### config.mk
export PLATFORM = sky130hd
export DESIGN_NAME = frame_pulse_and_forwarding_regs
export DESIGN_NICKNAME = d
export VERILOG_FILES = /design/src/fp_pkg.sv /design/src/pulse_cfg_if.sv /design/src/frame_counter.sv /design/src/frame_pulse_and_forwarding_regs.sv /design/src/pulse_gen.sv
export VERILOG_INCLUDE_DIRS = /design/src
export SDC_FILE = /design/constraint.sdc
export NUM_CORES = 1
export LEC_CHECK = 0
export BUFFER_PORTS_ARGS = -buffer_cell sky130_fd_sc_hd__buf_4
export CAP_MARGIN = 40
export CORE_MARGIN = 2
export CORE_UTILIZATION = 45
export CTS_BUF_LIST = sky130_fd_sc_hd__clkbuf_16
export CTS_CLUSTER_SIZE = 14
export DETAILED_ROUTE_END_ITERATION = 6
export GPL_TIMING_DRIVEN = 1
export PLACE_DENSITY = 0.73
export SKIP_LAST_GASP = 1
export SYNTH_ARGS = -nofsm -noshare
export SYNTH_HDL_FRONTEND = slang
export SYNTH_SLANG_ARGS = --single-unit
### constraint.sdc
create_clock -name aclk -period 4.8 [get_ports aclk]
set_clock_uncertainty 0.05 [all_clocks]
set_input_delay 0.96 -clock aclk [delete_from_list [all_inputs] [get_ports aclk]]
set_output_delay 0.96 -clock aclk [all_outputs]
set_load 0.1 [all_outputs]
### src/fp_cfg.svh
/*
  Constants for the frame pulse and forwarding register bank:
  register indices, field positions, reset values, bus answers.
  Assumes inclusion by bare name from each file that uses it.
*/
`ifndef FP_CFG_SVH
`define FP_CFG_SVH

`define IDX_PULSE_CTL      8'h18
`define IDX_HI_PERIOD_MSB  8'h19
`define IDX_HI_PERIOD_LSB  8'h1A
`define IDX_LO_PERIOD_MSB  8'h1B
`define IDX_LO_PERIOD_LSB  8'h1C
`define IDX_LIMIT_HIGH     8'h1D
`define IDX_LIMIT_LOW      8'h1E
`define IDX_RATE_CTL       8'h1F
`define IDX_FWD_DISABLE    8'h20

`define RST_BYTE_ZERO      8'h00
`define RST_LIMIT_HIGH     8'h00
`define RST_LIMIT_LOW      8'h04
`define RST_RATE           2'h2
`define RST_FWD_RSVD       2'h0
`define RST_FWD_OFF        1'b1

`define BIT_SOURCE_MSB     7
`define BIT_SOURCE_LSB     4
`define BIT_ONE_SHOT       3
`define BIT_IDLE_LEVEL     2
`define BIT_DUTY_MODE      1
`define BIT_GEN_ON         0
`define BIT_FWD_RSVD_MSB   7
`define BIT_FWD_RSVD_LSB   6
`define BIT_PORT1_OFF      5
`define BIT_PORT0_OFF      4
`define BIT_RATE_RSVD_MSB  3
`define BIT_RATE_RSVD_LSB  2
`define BIT_RATE_MSB       1

`define RESP_OKAY          2'h0
`define RESP_SLVERR        2'h2

`endif

### src/fp_pkg.sv
/*
  Types shared by the frame pulse and forwarding register bank.
  Assumes nothing of its surroundings.
*/
package fp_pkg;
  typedef enum logic [2:0] {
    PG_IDLE = 3'h1,
    PG_RUN  = 3'h2,
    PG_SHOT = 3'h4
  } pulse_state_t;

  typedef enum logic [1:0] {
    RATE_1G6  = 2'h0,
    RATE_RSVD = 2'h1,
    RATE_800M = 2'h2,
    RATE_400M = 2'h3
  } tx_rate_t;
endpackage

### src/pulse_cfg_if.sv
/*
  Configuration bundle from the register bank to the pulse generator.
  Assumes both ends run on the same clock.
*/
interface pulse_cfg_if;
  logic        gen_on;
  logic        duty_mode;
  logic        idle_level;
  logic        shot;
  logic        ref_tick;
  logic [15:0] high_period;
  logic [15:0] low_period;

  modport ctl (output gen_on, duty_mode, idle_level, shot, ref_tick, high_period, low_period);
  modport gen (input gen_on, duty_mode, idle_level, shot, ref_tick, high_period, low_period);
endinterface

### src/frame_counter.sv
/*
  Frame number for raw-mode frame start and end packets.
  Assumes frame_start is a one-cycle pulse on aclk.
*/
module frame_counter
(
  input  wire logic        aclk,         // system clock
  input  wire logic        aresetn,      // sync reset, active low
  input  wire logic        frame_start,  // new frame begins
  input  wire logic [15:0] limit,        // highest frame number
  output logic      [15:0] frame_number  // number for start and end packets
);
  logic [15:0] num_r;

  assign frame_number = num_r;

  // number is held from frame start through frame end
  always_ff @(posedge aclk)
  begin
    if (!aresetn)
      num_r <= 16'h0000;
    else if (frame_start)
    begin
      if (limit == 16'h0000)
        num_r <= 16'h0000;
      else if (num_r >= limit || num_r == 16'h0000)
        num_r <= 16'h0001;
      else
        num_r <= num_r + 16'h0001;
    end
  end

  number_off_a: assert property (@(posedge aclk) disable iff (!aresetn)
    frame_start && limit == 16'h0000 |=> frame_number == 16'h0000)
    else $error("frame number not zero while disabled");

  number_wrap_a: assert property (@(posedge aclk) disable iff (!aresetn)
    frame_start && limit != 16'h0000 && frame_number >= limit |=> frame_number == 16'h0001)
    else $error("frame number did not return to one");

  number_step_a: assert property (@(posedge aclk) disable iff (!aresetn)
    frame_start && limit != 16'h0000 && frame_number < limit && frame_number != 16'h0000
      |=> frame_number == $past(frame_number) + 16'h0001)
    else $error("frame number did not advance");
endmodule // frame_counter

### src/frame_pulse_and_forwarding_regs.sv
/*
  Register bank for the frame pulse generator, frame numbering,
  transmitter rate select and per-port forwarding disables, reached
  over an AXI4-Lite slave. Assumes ref_tick, frame_start and
  frame_end come from logic on aclk.
*/
`include "fp_cfg.svh"

module frame_pulse_and_forwarding_regs
  import fp_pkg::*;
#(
  parameter int ADDR_W = 12
)
(
  input  wire logic              aclk,              // system clock, 40 MHz
  input  wire logic              aresetn,           // sync reset, active low
  input  wire logic [ADDR_W-1:0] awaddr,            // write address
  input  wire logic [2:0]        awprot,            // unused protection
  input  wire logic              awvalid,           // write address valid
  output logic                   awready,           // write address ready
  input  wire logic [31:0]       wdata,             // write data
  input  wire logic [3:0]        wstrb,             // byte strobes
  input  wire logic              wvalid,            // write data valid
  output logic                   wready,            // write data ready
  output logic [1:0]             bresp,             // write response
  output logic                   bvalid,            // write response valid
  input  wire logic              bready,            // write response ready
  input  wire logic [ADDR_W-1:0] araddr,            // read address
  input  wire logic [2:0]        arprot,            // unused protection
  input  wire logic              arvalid,           // read address valid
  output logic                   arready,           // read address ready
  output logic [31:0]            rdata,             // read data
  output logic [1:0]             rresp,             // read response
  output logic                   rvalid,            // read data valid
  input  wire logic              rready,            // read data ready
  input  wire logic              ref_tick,          // reference cycle enable
  input  wire logic              frame_start,       // raw frame begins
  input  wire logic              frame_end,         // raw frame ends
  output logic                   frame_pulse,       // generated frame pulse
  output logic [15:0]            frame_number,      // start/end packet number
  output logic [1:0]             tx_rate,           // lane rate select
  output logic                   port0_forward_off, // stop port 0 video
  output logic                   port1_forward_off  // stop port 1 video
);
  logic              aw_held_r;
  logic              w_held_r;
  logic              awready_r;
  logic              wready_r;
  logic              bvalid_r;
  logic [1:0]        bresp_r;
  logic              arready_r;
  logic              rvalid_r;
  logic [1:0]        rresp_r;
  logic [31:0]       rdata_r;
  logic [ADDR_W-1:0] awaddr_r;
  logic [7:0]        wbyte_r;
  logic              wlane_r;
  logic              aw_held_nxt;
  logic              w_held_nxt;
  logic              rvalid_nxt;
  logic              wr_go;
  logic              wr_en;
  logic [7:0]        wr_idx;
  logic [7:0]        rd_idx;
  logic [7:0]        rd_byte;

  logic [3:0]        source_r;
  logic              gen_on_r;
  logic              duty_mode_r;
  logic              idle_level_r;
  logic              shot_r;
  logic [7:0]        hi_msb_r;
  logic [7:0]        hi_lsb_r;
  logic [7:0]        lo_msb_r;
  logic [7:0]        lo_lsb_r;
  logic [7:0]        limit_hi_r;
  logic [7:0]        limit_lo_r;
  logic [1:0]        rate_rsvd_r;
  logic [1:0]        rate_field_r;
  tx_rate_t          tx_rate_r;
  logic [1:0]        fwd_rsvd_r;
  logic              port0_off_r;
  logic              port1_off_r;

  pulse_cfg_if pcfg ();

  function automatic logic [7:0] reg_index(input logic [ADDR_W-1:0] addr);
    reg_index = 8'(addr[ADDR_W-1:2]);
  endfunction

  function automatic logic reg_known(input logic [7:0] idx);
    reg_known = (idx >= `IDX_PULSE_CTL) && (idx <= `IDX_FWD_DISABLE);
  endfunction

  assign awready = awready_r;
  assign wready  = wready_r;
  assign bvalid  = bvalid_r;
  assign bresp   = bresp_r;
  assign arready = arready_r;
  assign rvalid  = rvalid_r;
  assign rresp   = rresp_r;
  assign rdata   = rdata_r;

  assign wr_idx      = reg_index(awaddr_r);
  assign rd_idx      = reg_index(araddr);
  assign wr_go       = aw_held_r && w_held_r && !bvalid_r;
  assign wr_en       = wr_go && wlane_r && reg_known(wr_idx);
  assign aw_held_nxt = (aw_held_r || (awvalid && awready_r)) && !wr_go;
  assign w_held_nxt  = (w_held_r || (wvalid && wready_r)) && !wr_go;
  assign rvalid_nxt  = (arvalid && arready_r) || (rvalid_r && !rready);

  // address and data are taken in either order, then committed together
  always_ff @(posedge aclk)
  begin
    if (!aresetn)
    begin
      aw_held_r <= 1'b0;
      w_held_r  <= 1'b0;
      awready_r <= 1'b0;
      wready_r  <= 1'b0;
      awaddr_r  <= '0;
      wbyte_r   <= 8'h00;
      wlane_r   <= 1'b0;
    end
    else
    begin
      aw_held_r <= aw_held_nxt;
      w_held_r  <= w_held_nxt;
      awready_r <= !aw_held_nxt;
      wready_r  <= !w_held_nxt;
      if (awvalid && awready_r)
        awaddr_r <= awaddr;
      if (wvalid && wready_r)
      begin
        wbyte_r <= wdata[7:0];
        wlane_r <= wstrb[0];
      end
    end
  end

  always_ff @(posedge aclk)
  begin
    if (!aresetn)
    begin
      bvalid_r <= 1'b0;
      bresp_r  <= `RESP_OKAY;
    end
    else if (wr_go)
    begin
      bvalid_r <= 1'b1;
      bresp_r  <= reg_known(wr_idx) ? `RESP_OKAY : `RESP_SLVERR;
    end
    else if (bready)
      bvalid_r <= 1'b0;
  end

  always_comb
  begin
    case (rd_idx)
      `IDX_PULSE_CTL:     rd_byte = {source_r, 1'b0, idle_level_r, duty_mode_r, gen_on_r};
      `IDX_HI_PERIOD_MSB: rd_byte = hi_msb_r;
      `IDX_HI_PERIOD_LSB: rd_byte = hi_lsb_r;
      `IDX_LO_PERIOD_MSB: rd_byte = lo_msb_r;
      `IDX_LO_PERIOD_LSB: rd_byte = lo_lsb_r;
      `IDX_LIMIT_HIGH:    rd_byte = limit_hi_r;
      `IDX_LIMIT_LOW:     rd_byte = limit_lo_r;
      `IDX_RATE_CTL:      rd_byte = {4'h0, rate_rsvd_r, rate_field_r};
      `IDX_FWD_DISABLE:   rd_byte = {fwd_rsvd_r, port1_off_r, port0_off_r, 4'h0};
      default:            rd_byte = 8'h00;
    endcase
  end

  always_ff @(posedge aclk)
  begin
    if (!aresetn)
    begin
      arready_r <= 1'b0;
      rvalid_r  <= 1'b0;
      rresp_r   <= `RESP_OKAY;
      rdata_r   <= 32'h00000000;
    end
    else
    begin
      arready_r <= !rvalid_nxt;
      rvalid_r  <= rvalid_nxt;
      if (arvalid && arready_r)
      begin
        rdata_r <= {24'h000000, rd_byte};
        rresp_r <= reg_known(rd_idx) ? `RESP_OKAY : `RESP_SLVERR;
      end
    end
  end

  // pulse generator control
  always_ff @(posedge aclk)
  begin
    if (!aresetn)
    begin
      source_r     <= 4'h0;
      gen_on_r     <= 1'b0;
      duty_mode_r  <= 1'b0;
      idle_level_r <= 1'b0;
      shot_r       <= 1'b0;
    end
    else
    begin
      shot_r <= 1'b0;
      if (wr_en && wr_idx == `IDX_PULSE_CTL)
      begin
        source_r     <= wbyte_r[`BIT_SOURCE_MSB:`BIT_SOURCE_LSB];
        gen_on_r     <= wbyte_r[`BIT_GEN_ON];
        duty_mode_r  <= wbyte_r[`BIT_DUTY_MODE];
        idle_level_r <= wbyte_r[`BIT_IDLE_LEVEL];
        shot_r       <= wbyte_r[`BIT_ONE_SHOT];
      end
    end
  end

  always_ff @(posedge aclk)
  begin
    if (!aresetn)
    begin
      hi_msb_r <= `RST_BYTE_ZERO;
      hi_lsb_r <= `RST_BYTE_ZERO;
      lo_msb_r <= `RST_BYTE_ZERO;
      lo_lsb_r <= `RST_BYTE_ZERO;
    end
    else if (wr_en)
    begin
      if (wr_idx == `IDX_HI_PERIOD_MSB)
        hi_msb_r <= wbyte_r;
      if (wr_idx == `IDX_HI_PERIOD_LSB)
        hi_lsb_r <= wbyte_r;
      if (wr_idx == `IDX_LO_PERIOD_MSB)
        lo_msb_r <= wbyte_r;
      if (wr_idx == `IDX_LO_PERIOD_LSB)
        lo_lsb_r <= wbyte_r;
    end
  end

  always_ff @(posedge aclk)
  begin
    if (!aresetn)
    begin
      limit_hi_r <= `RST_LIMIT_HIGH;
      limit_lo_r <= `RST_LIMIT_LOW;
    end
    else if (wr_en)
    begin
      if (wr_idx == `IDX_LIMIT_HIGH)
        limit_hi_r <= wbyte_r;
      if (wr_idx == `IDX_LIMIT_LOW)
        limit_lo_r <= wbyte_r;
    end
  end

  // the reserved code is stored for readback but never reaches the transmitter
  always_ff @(posedge aclk)
  begin
    if (!aresetn)
    begin
      rate_rsvd_r  <= 2'h0;
      rate_field_r <= `RST_RATE;
      tx_rate_r    <= RATE_800M;
    end
    else if (wr_en && wr_idx == `IDX_RATE_CTL)
    begin
      rate_rsvd_r  <= wbyte_r[`BIT_RATE_RSVD_MSB:`BIT_RATE_RSVD_LSB];
      rate_field_r <= wbyte_r[`BIT_RATE_MSB:0];
      if (tx_rate_t'(wbyte_r[`BIT_RATE_MSB:0]) != RATE_RSVD)
        tx_rate_r <= tx_rate_t'(wbyte_r[`BIT_RATE_MSB:0]);
    end
  end

  always_ff @(posedge aclk)
  begin
    if (!aresetn)
    begin
      fwd_rsvd_r  <= `RST_FWD_RSVD;
      port1_off_r <= `RST_FWD_OFF;
      port0_off_r <= `RST_FWD_OFF;
    end
    else if (wr_en && wr_idx == `IDX_FWD_DISABLE)
    begin
      fwd_rsvd_r  <= wbyte_r[`BIT_FWD_RSVD_MSB:`BIT_FWD_RSVD_LSB];
      port1_off_r <= wbyte_r[`BIT_PORT1_OFF];
      port0_off_r <= wbyte_r[`BIT_PORT0_OFF];
    end
  end

  assign tx_rate           = tx_rate_r;
  assign port0_forward_off = port0_off_r;
  assign port1_forward_off = port1_off_r;

  assign pcfg.gen_on      = gen_on_r;
  assign pcfg.duty_mode   = duty_mode_r;
  assign pcfg.idle_level  = idle_level_r;
  assign pcfg.shot        = shot_r;
  assign pcfg.ref_tick    = ref_tick;
  assign pcfg.high_period = {hi_msb_r, hi_lsb_r};
  assign pcfg.low_period  = {lo_msb_r, lo_lsb_r};

  pulse_gen u_pulse_gen
  (
    .aclk        (aclk),
    .aresetn     (aresetn),
    .cfg         (pcfg),
    .frame_pulse (frame_pulse)
  );

  // frame_end needs no action: the end packet reuses the start number
  frame_counter u_frame_counter
  (
    .aclk         (aclk),
    .aresetn      (aresetn),
    .frame_start  (frame_start),
    .limit        ({limit_hi_r, limit_lo_r}),
    .frame_number (frame_number)
  );

  bresp_hold_a: assert property (@(posedge aclk) disable iff (!aresetn)
    bvalid && !bready |=> bvalid && $stable(bresp))
    else $error("write response dropped before taken");

  rdata_hold_a: assert property (@(posedge aclk) disable iff (!aresetn)
    rvalid && !rready |=> rvalid && $stable(rdata))
    else $error("read data changed before taken");

  fwd_write_a: assert property (@(posedge aclk) disable iff (!aresetn)
    wr_en && wr_idx == `IDX_FWD_DISABLE |=> port1_forward_off == $past(wbyte_r[`BIT_PORT1_OFF])
      && port0_forward_off == $past(wbyte_r[`BIT_PORT0_OFF]))
    else $error("forwarding disables not updated");

  rate_legal_a: assert property (@(posedge aclk) disable iff (!aresetn)
    tx_rate != RATE_RSVD)
    else $error("reserved rate reached the transmitter");

  rsvd_zero_a: assert property (@(posedge aclk) disable iff (!aresetn)
    arvalid && arready && reg_index(araddr) == `IDX_FWD_DISABLE |=> rdata[3:0] == 4'h0)
    else $error("read-only reserved bits not zero");

  shot_clear_a: assert property (@(posedge aclk) disable iff (!aresetn)
    shot_r |=> !shot_r)
    else $error("one-shot request held longer than a cycle");
endmodule // frame_pulse_and_forwarding_regs

### src/pulse_gen.sv
/*
  Frame pulse generator: down-counter advanced by reference ticks.
  Assumes ref_tick is a one-cycle enable on aclk.
*/
`include "fp_cfg.svh"
module pulse_gen
  import fp_pkg::*;
(
  input  wire logic  aclk,        // system clock
  input  wire logic  aresetn,     // sync reset, active low
  pulse_cfg_if.gen   cfg,         // settings from registers
  output logic       frame_pulse  // generated pulse
);
  pulse_state_t state_r;
  logic [23:0]  cnt_r;
  logic         level_r;
  logic [23:0]  len_high;
  logic [23:0]  len_low;

  function automatic logic [23:0] phase_len(input logic equal, input logic high,
                                            input logic [15:0] hp, input logic [15:0] lp);
    if (equal)
      phase_len = {hp[7:0], lp};
    else if (high)
      phase_len = {8'h00, hp};
    else
      phase_len = {8'h00, lp};
  endfunction

  assign len_high    = phase_len(cfg.duty_mode, 1'b1, cfg.high_period, cfg.low_period);
  assign len_low     = phase_len(cfg.duty_mode, 1'b0, cfg.high_period, cfg.low_period);
  assign frame_pulse = level_r;

  always_ff @(posedge aclk)
  begin
    if (!aresetn)
    begin
      state_r <= PG_IDLE;
      cnt_r   <= 24'h000000;
      level_r <= 1'b0;
    end
    else
    begin
      case (state_r)
        PG_IDLE:
        begin
          level_r <= cfg.idle_level;
          if (cfg.shot)
          begin
            state_r <= PG_SHOT;
            level_r <= 1'b1;
            cnt_r   <= len_high;
          end
          else if (cfg.gen_on)
          begin
            state_r <= PG_RUN;
            cnt_r   <= cfg.idle_level ? len_high : len_low;
          end
        end
        PG_RUN:
        begin
          if (!cfg.gen_on)
            state_r <= PG_IDLE;
          else if (cfg.ref_tick)
          begin
            if (cnt_r == 24'h000000)
            begin
              level_r <= ~level_r;
              cnt_r   <= level_r ? len_low : len_high;
            end
            else
              cnt_r <= cnt_r - 24'h000001;
          end
        end
        PG_SHOT:
        begin
          // one shot ignores gen_on; software keeps generation off meanwhile
          if (cfg.ref_tick)
          begin
            if (cnt_r == 24'h000000)
            begin
              state_r <= PG_IDLE;
              level_r <= cfg.idle_level;
            end
            else
              cnt_r <= cnt_r - 24'h000001;
          end
        end
        default: state_r <= PG_IDLE;
      endcase
    end
  end

  toggle_end_a: assert property (@(posedge aclk) disable iff (!aresetn)
    state_r == PG_RUN && cfg.gen_on && cfg.ref_tick && cnt_r == 24'h000000
      |=> level_r != $past(level_r))
    else $error("pulse did not toggle at phase end");

  high_reload_a: assert property (@(posedge aclk) disable iff (!aresetn)
    state_r == PG_RUN && cfg.gen_on && cfg.ref_tick && cnt_r == 24'h000000 && !level_r
      |=> cnt_r == $past(len_high) && level_r)
    else $error("high phase reloaded with wrong length");

  low_reload_a: assert property (@(posedge aclk) disable iff (!aresetn)
    state_r == PG_RUN && cfg.gen_on && cfg.ref_tick && cnt_r == 24'h000000 && level_r
      && !cfg.duty_mode |=> cnt_r == {8'h00, $past(cfg.low_period)} && !level_r)
    else $error("low phase reloaded with wrong length");

  equal_duty_a: assert property (@(posedge aclk) disable iff (!aresetn)
    state_r == PG_RUN && cfg.gen_on && cfg.ref_tick && cnt_r == 24'h000000 && cfg.duty_mode
      |=> cnt_r == {$past(cfg.high_period[7:0]), $past(cfg.low_period)})
    else $error("equal duty count not joined");

  count_down_a: assert property (@(posedge aclk) disable iff (!aresetn)
    state_r == PG_RUN && cfg.gen_on && cfg.ref_tick && cnt_r != 24'h000000
      |=> cnt_r == $past(cnt_r) - 24'h000001 && level_r == $past(level_r))
    else $error("phase counter did not step");

  idle_level_a: assert property (@(posedge aclk) disable iff (!aresetn)
    state_r == PG_IDLE && !cfg.shot |=> frame_pulse == $past(cfg.idle_level))
    else $error("idle level not driven");

  one_shot_a: assert property (@(posedge aclk) disable iff (!aresetn)
    state_r == PG_IDLE && cfg.shot |=> state_r == PG_SHOT && frame_pulse)
    else $error("one shot did not start");
endmodule // pulse_gen

==> flow_metrics.py <==
metrics = {
    "timing": {
        "rsz0062_at_grt": "no",
        "maxSlewHeadroom": 0.520,
        "worstMarginPinSlew_ps": 715,
        "hold_ws_ps": 411,
        "period_minus_slack_ps": 3000,
        "setup_viol": 0,
        "finalCritPeriodShare": 0.624,
        "max_freq_mhz": 334,
        "finalMaxSlewViolations": 0,
        "hold_viol": 0,
        "tns_ps": 0,
    },
    "setup_path": {
        "critPathSlowestCell": "dfxtp_1",
        "path_max_fanout": 12,
        "critPathLaunchType": "register",
        "path_cells": "ha_1, a211o_1, a31oi_1, o31a_1, a311o_1, nand3_1, o311ai_0",
        "cp.arrival_ps": 3270,
        "worstSetupPathType": "register to register",
        "cp.required_ps": 5080,
        "worstSetupEndpointType": "register",
        "slowest_delay_ps": 510,
    },
    "grt": {
        "grt_use_total": 0.244,
        "grt-ovfl-total": 0,
        "grt_antenna_before_repair": 0,
        "grt_max_degree": 79,
        "grt_pass1_wl_um": 35400,
        "grt_pass1_vias": 6591,
    },
    "logic_synthesis": {
        "synth_cell_type_count": 77,
        "synth_cells": 957,
        "synth_seq_cells": 144,
        "synth.most_common_cell": "dfxtp_1",
        "synthAdderAreaFrac": 0.0316,
        "yosys.area.top_type": "dfxtp_1",
        "synth_mux_area_frac": 0.107,
        "ys_seq_area_frac": 0.365,
        "ys_warn_count": 0,
        "synth-compound-area-share": 0.175,
        "post_synth_and_or_nand_nor_area_fraction": 0.238,
        "synth_top_family_by_area": "simple AND/OR/NAND/NOR gates",
        "synth_edf_count": 0,
        "synth_top_area_share": 0.365,
        "synth_area_leaders": "dfxtp_1 (36%), mux2i_1 (8.6%), nor2_1 (5.2%), nand2_1 (4.5%), a21oi_1 (4.1%)",
        "postSynth.asyncResetShare": 0,
        "avgSynthCellArea_sq_um": 8.26,
        "synthFlopType": "dfxtp_1",
        "synth_xor_area_frac": 0.0111,
        "synthTopCellsByCount": "dfxtp_1 (144), nor2_1 (110), nand2_1 (95), mux2i_1 (68), a21oi_1 (64)",
        "syn_area_sq_um": 7910,
    },
    "pwr": {
        "power.share.sequential": 0.420,
        "p_int_mw": 2.14,
        "p_leak_nw": 3.43,
        "combPwrFrac": 0.092,
        "swShare": 0.270,
        "clock_power_share": 0.487,
        "powerDensity_nw_per_um2": 325,
        "vdd_drop_max_v": 0.000279,
        "p_sw_uw": 792,
    },
    "final_layout": {
        "drive_gt1_frac": 0.142,
        "fill_cells": 1620,
        "fin_area_sq_um": 9030,
        "stdcell_count": 1227,
        "num-nets-final": 1085,
        "antenna_cells": 0,
        "final_util": 0.524,
        "area_delta_synth_final_pct": 14.2,
    },
    "cts": {
        "post-cts-setup-buffers": 0,
        "numCtsBuffers": 17,
        "clock_latency_ps": 430,
        "cts_tree": "done",
        "clkSlewWorstSetupHoldPaths_ps": 70,
        "cts.path.max_buffers": 2,
        "cts_root_buf": "clkbuf_16",
        "cts.sinks": 144,
        "cts_resized": 0,
        "htreeDepth": 4,
        "cts_hold_buffers": 0,
    },
    "place": {
        "place_inst": 1195,
        "place_area_sq_um": 8400,
        "dpl.hpwl_um": 15300,
        "port_buffers": 69,
        "place_congestion": 0.910,
    },
    "die": {
        "initial_core_util": 0.459,
        "die_h_um": 137,
        "fp.dieW_um": 137,
        "die_area_sq_um": 18600,
        "row_count": 48,
        "core_sq_um": 17200,
        "io_pins": 138,
    },
    "routing": {
        "wl_met2_um": 9500,
        "drcViolationCount": 0,
        "highest_layer": "met4",
        "wl_met3_um": 2070,
        "met1_length_um": 9810,
        "first_iter_violations": 864,
        "wl_um": 21900,
        "via_count": 7314,
        "ant_nets": 0,
        "drt-pass1-iter-count": 6,
        "avgRoutedWirePerCell_um": 17.9,
        "vias_per_cell": 5.96,
    },
    "min_path": {
        "hp-class": "register to register",
    },
    "flow_run": {
        "drv_cap": 0,
    },
    "outcome": {
        "status": "completed",
    },
}
state kept, by name (all words and copies together) (netlist names), 2 cells and up:
register and count:
hi_lsb_r 8, hi_msb_r 8, wbyte_r 8, lo_msb_r 8, u_pulse_gen.state_r 3, awaddr_r 8
limit_lo_r 8, source_r 4, fwd_rsvd_r 2, rate_rsvd_r 2, u_pulse_gen.cnt_r 24, limit_hi_r 8
rate_field_r 2, rdata 8, u_frame_counter.frame_number 16, tx_rate 2, lo_lsb_r 8
cell usage in the layout, fill, tap and decap left out, drive strengths merged, types with 8 or more instances in the layout:
cell type and count:
and2 9, inv 33, nor3 32, a221oi 12, nand3 30, ha 20
conb 26, a21oi 65, clkbuf 17, o211ai 8, nor2 116, mux2i 68
nand2b 13, o21ai 49, dfxtp 144, nand4 18, buf 75, a22oi 9
and3 9, or3 10, nand2 95, nor4 12, a32oi 11
routing by layer:
layer,GRT usage,up-vias
met5,0,-
met4,0.0885,0
met3,0.0537,49
met2,0.361,387
met1,0.346,3390
li1,-,3488
worst paths after layout:
check,endpoint,start,cells after the start,slack (ps)
max reg2reg,u_frame_counter.frame_number[12],u_frame_counter.frame_number[2],7,1800
min,u_pulse_gen.cnt_r[11],u_pulse_gen.cnt_r[11],2,410
max,u_frame_counter.frame_number[12],u_frame_counter.frame_number[2],7,1800
min reg2reg,u_pulse_gen.cnt_r[11],u_pulse_gen.cnt_r[11],2,410
worst max-delay path: cells and delay by family, from the launching register on:
kind	cells	cell delay (ps)
compound gates	5	1580
flops	1	510
simple gates	1	450
fa+ha+maj	1	300
stage by stage:
| stage | power [mW] | setup WS [ps] |
|---|---|---|
| floorplan | 1.48 | 1820 |
| global placement | 1.52 | 1920 |
| detailed placement | 1.53 | 1860 |
| CTS | 2.94 | 1820 |
| global route | 3.02 | 1490 |
| finish | 2.93 | 1800 |
final cells by class:
class                           count  area, sq um  area share
Multi-Input combinational cell    724         4550       0.504
Tap cell                          225          282      0.0312
Clock inverter                     15          204      0.0226
Clock buffer                       17          425      0.0471
Timing Repair Buffer               75          583      0.0646
Inverter                           27          101      0.0112
Sequential cell                   144         2880       0.319
cells by family (layout without fill, tap and decap cells):
logic type	after synthesis	after routing
adder cells (fa/ha/maj)	20	20
buffers and inverters	114	134
XOR/XNOR	10	10
multiplexers	79	79
flip-flops	144	144
AO/OA/AOI/OAI	212	212
AND/OR/NAND/NOR	377	377
other	1	26
power by group through the flow:
stage / combinational, mW / sequential [mW] / clock [mW]
finish: 0.271 / 1.23 / 1.43
global route: 0.287 / 1.24 / 1.49
CTS: 0.269 / 1.23 / 1.44
detailed placement: 0.269 / 1.26 / 0
global placement: 0.264 / 1.26 / 0
floorplan: 0.190 / 1.29 / 0
Power figures use the tool's default switching activity.
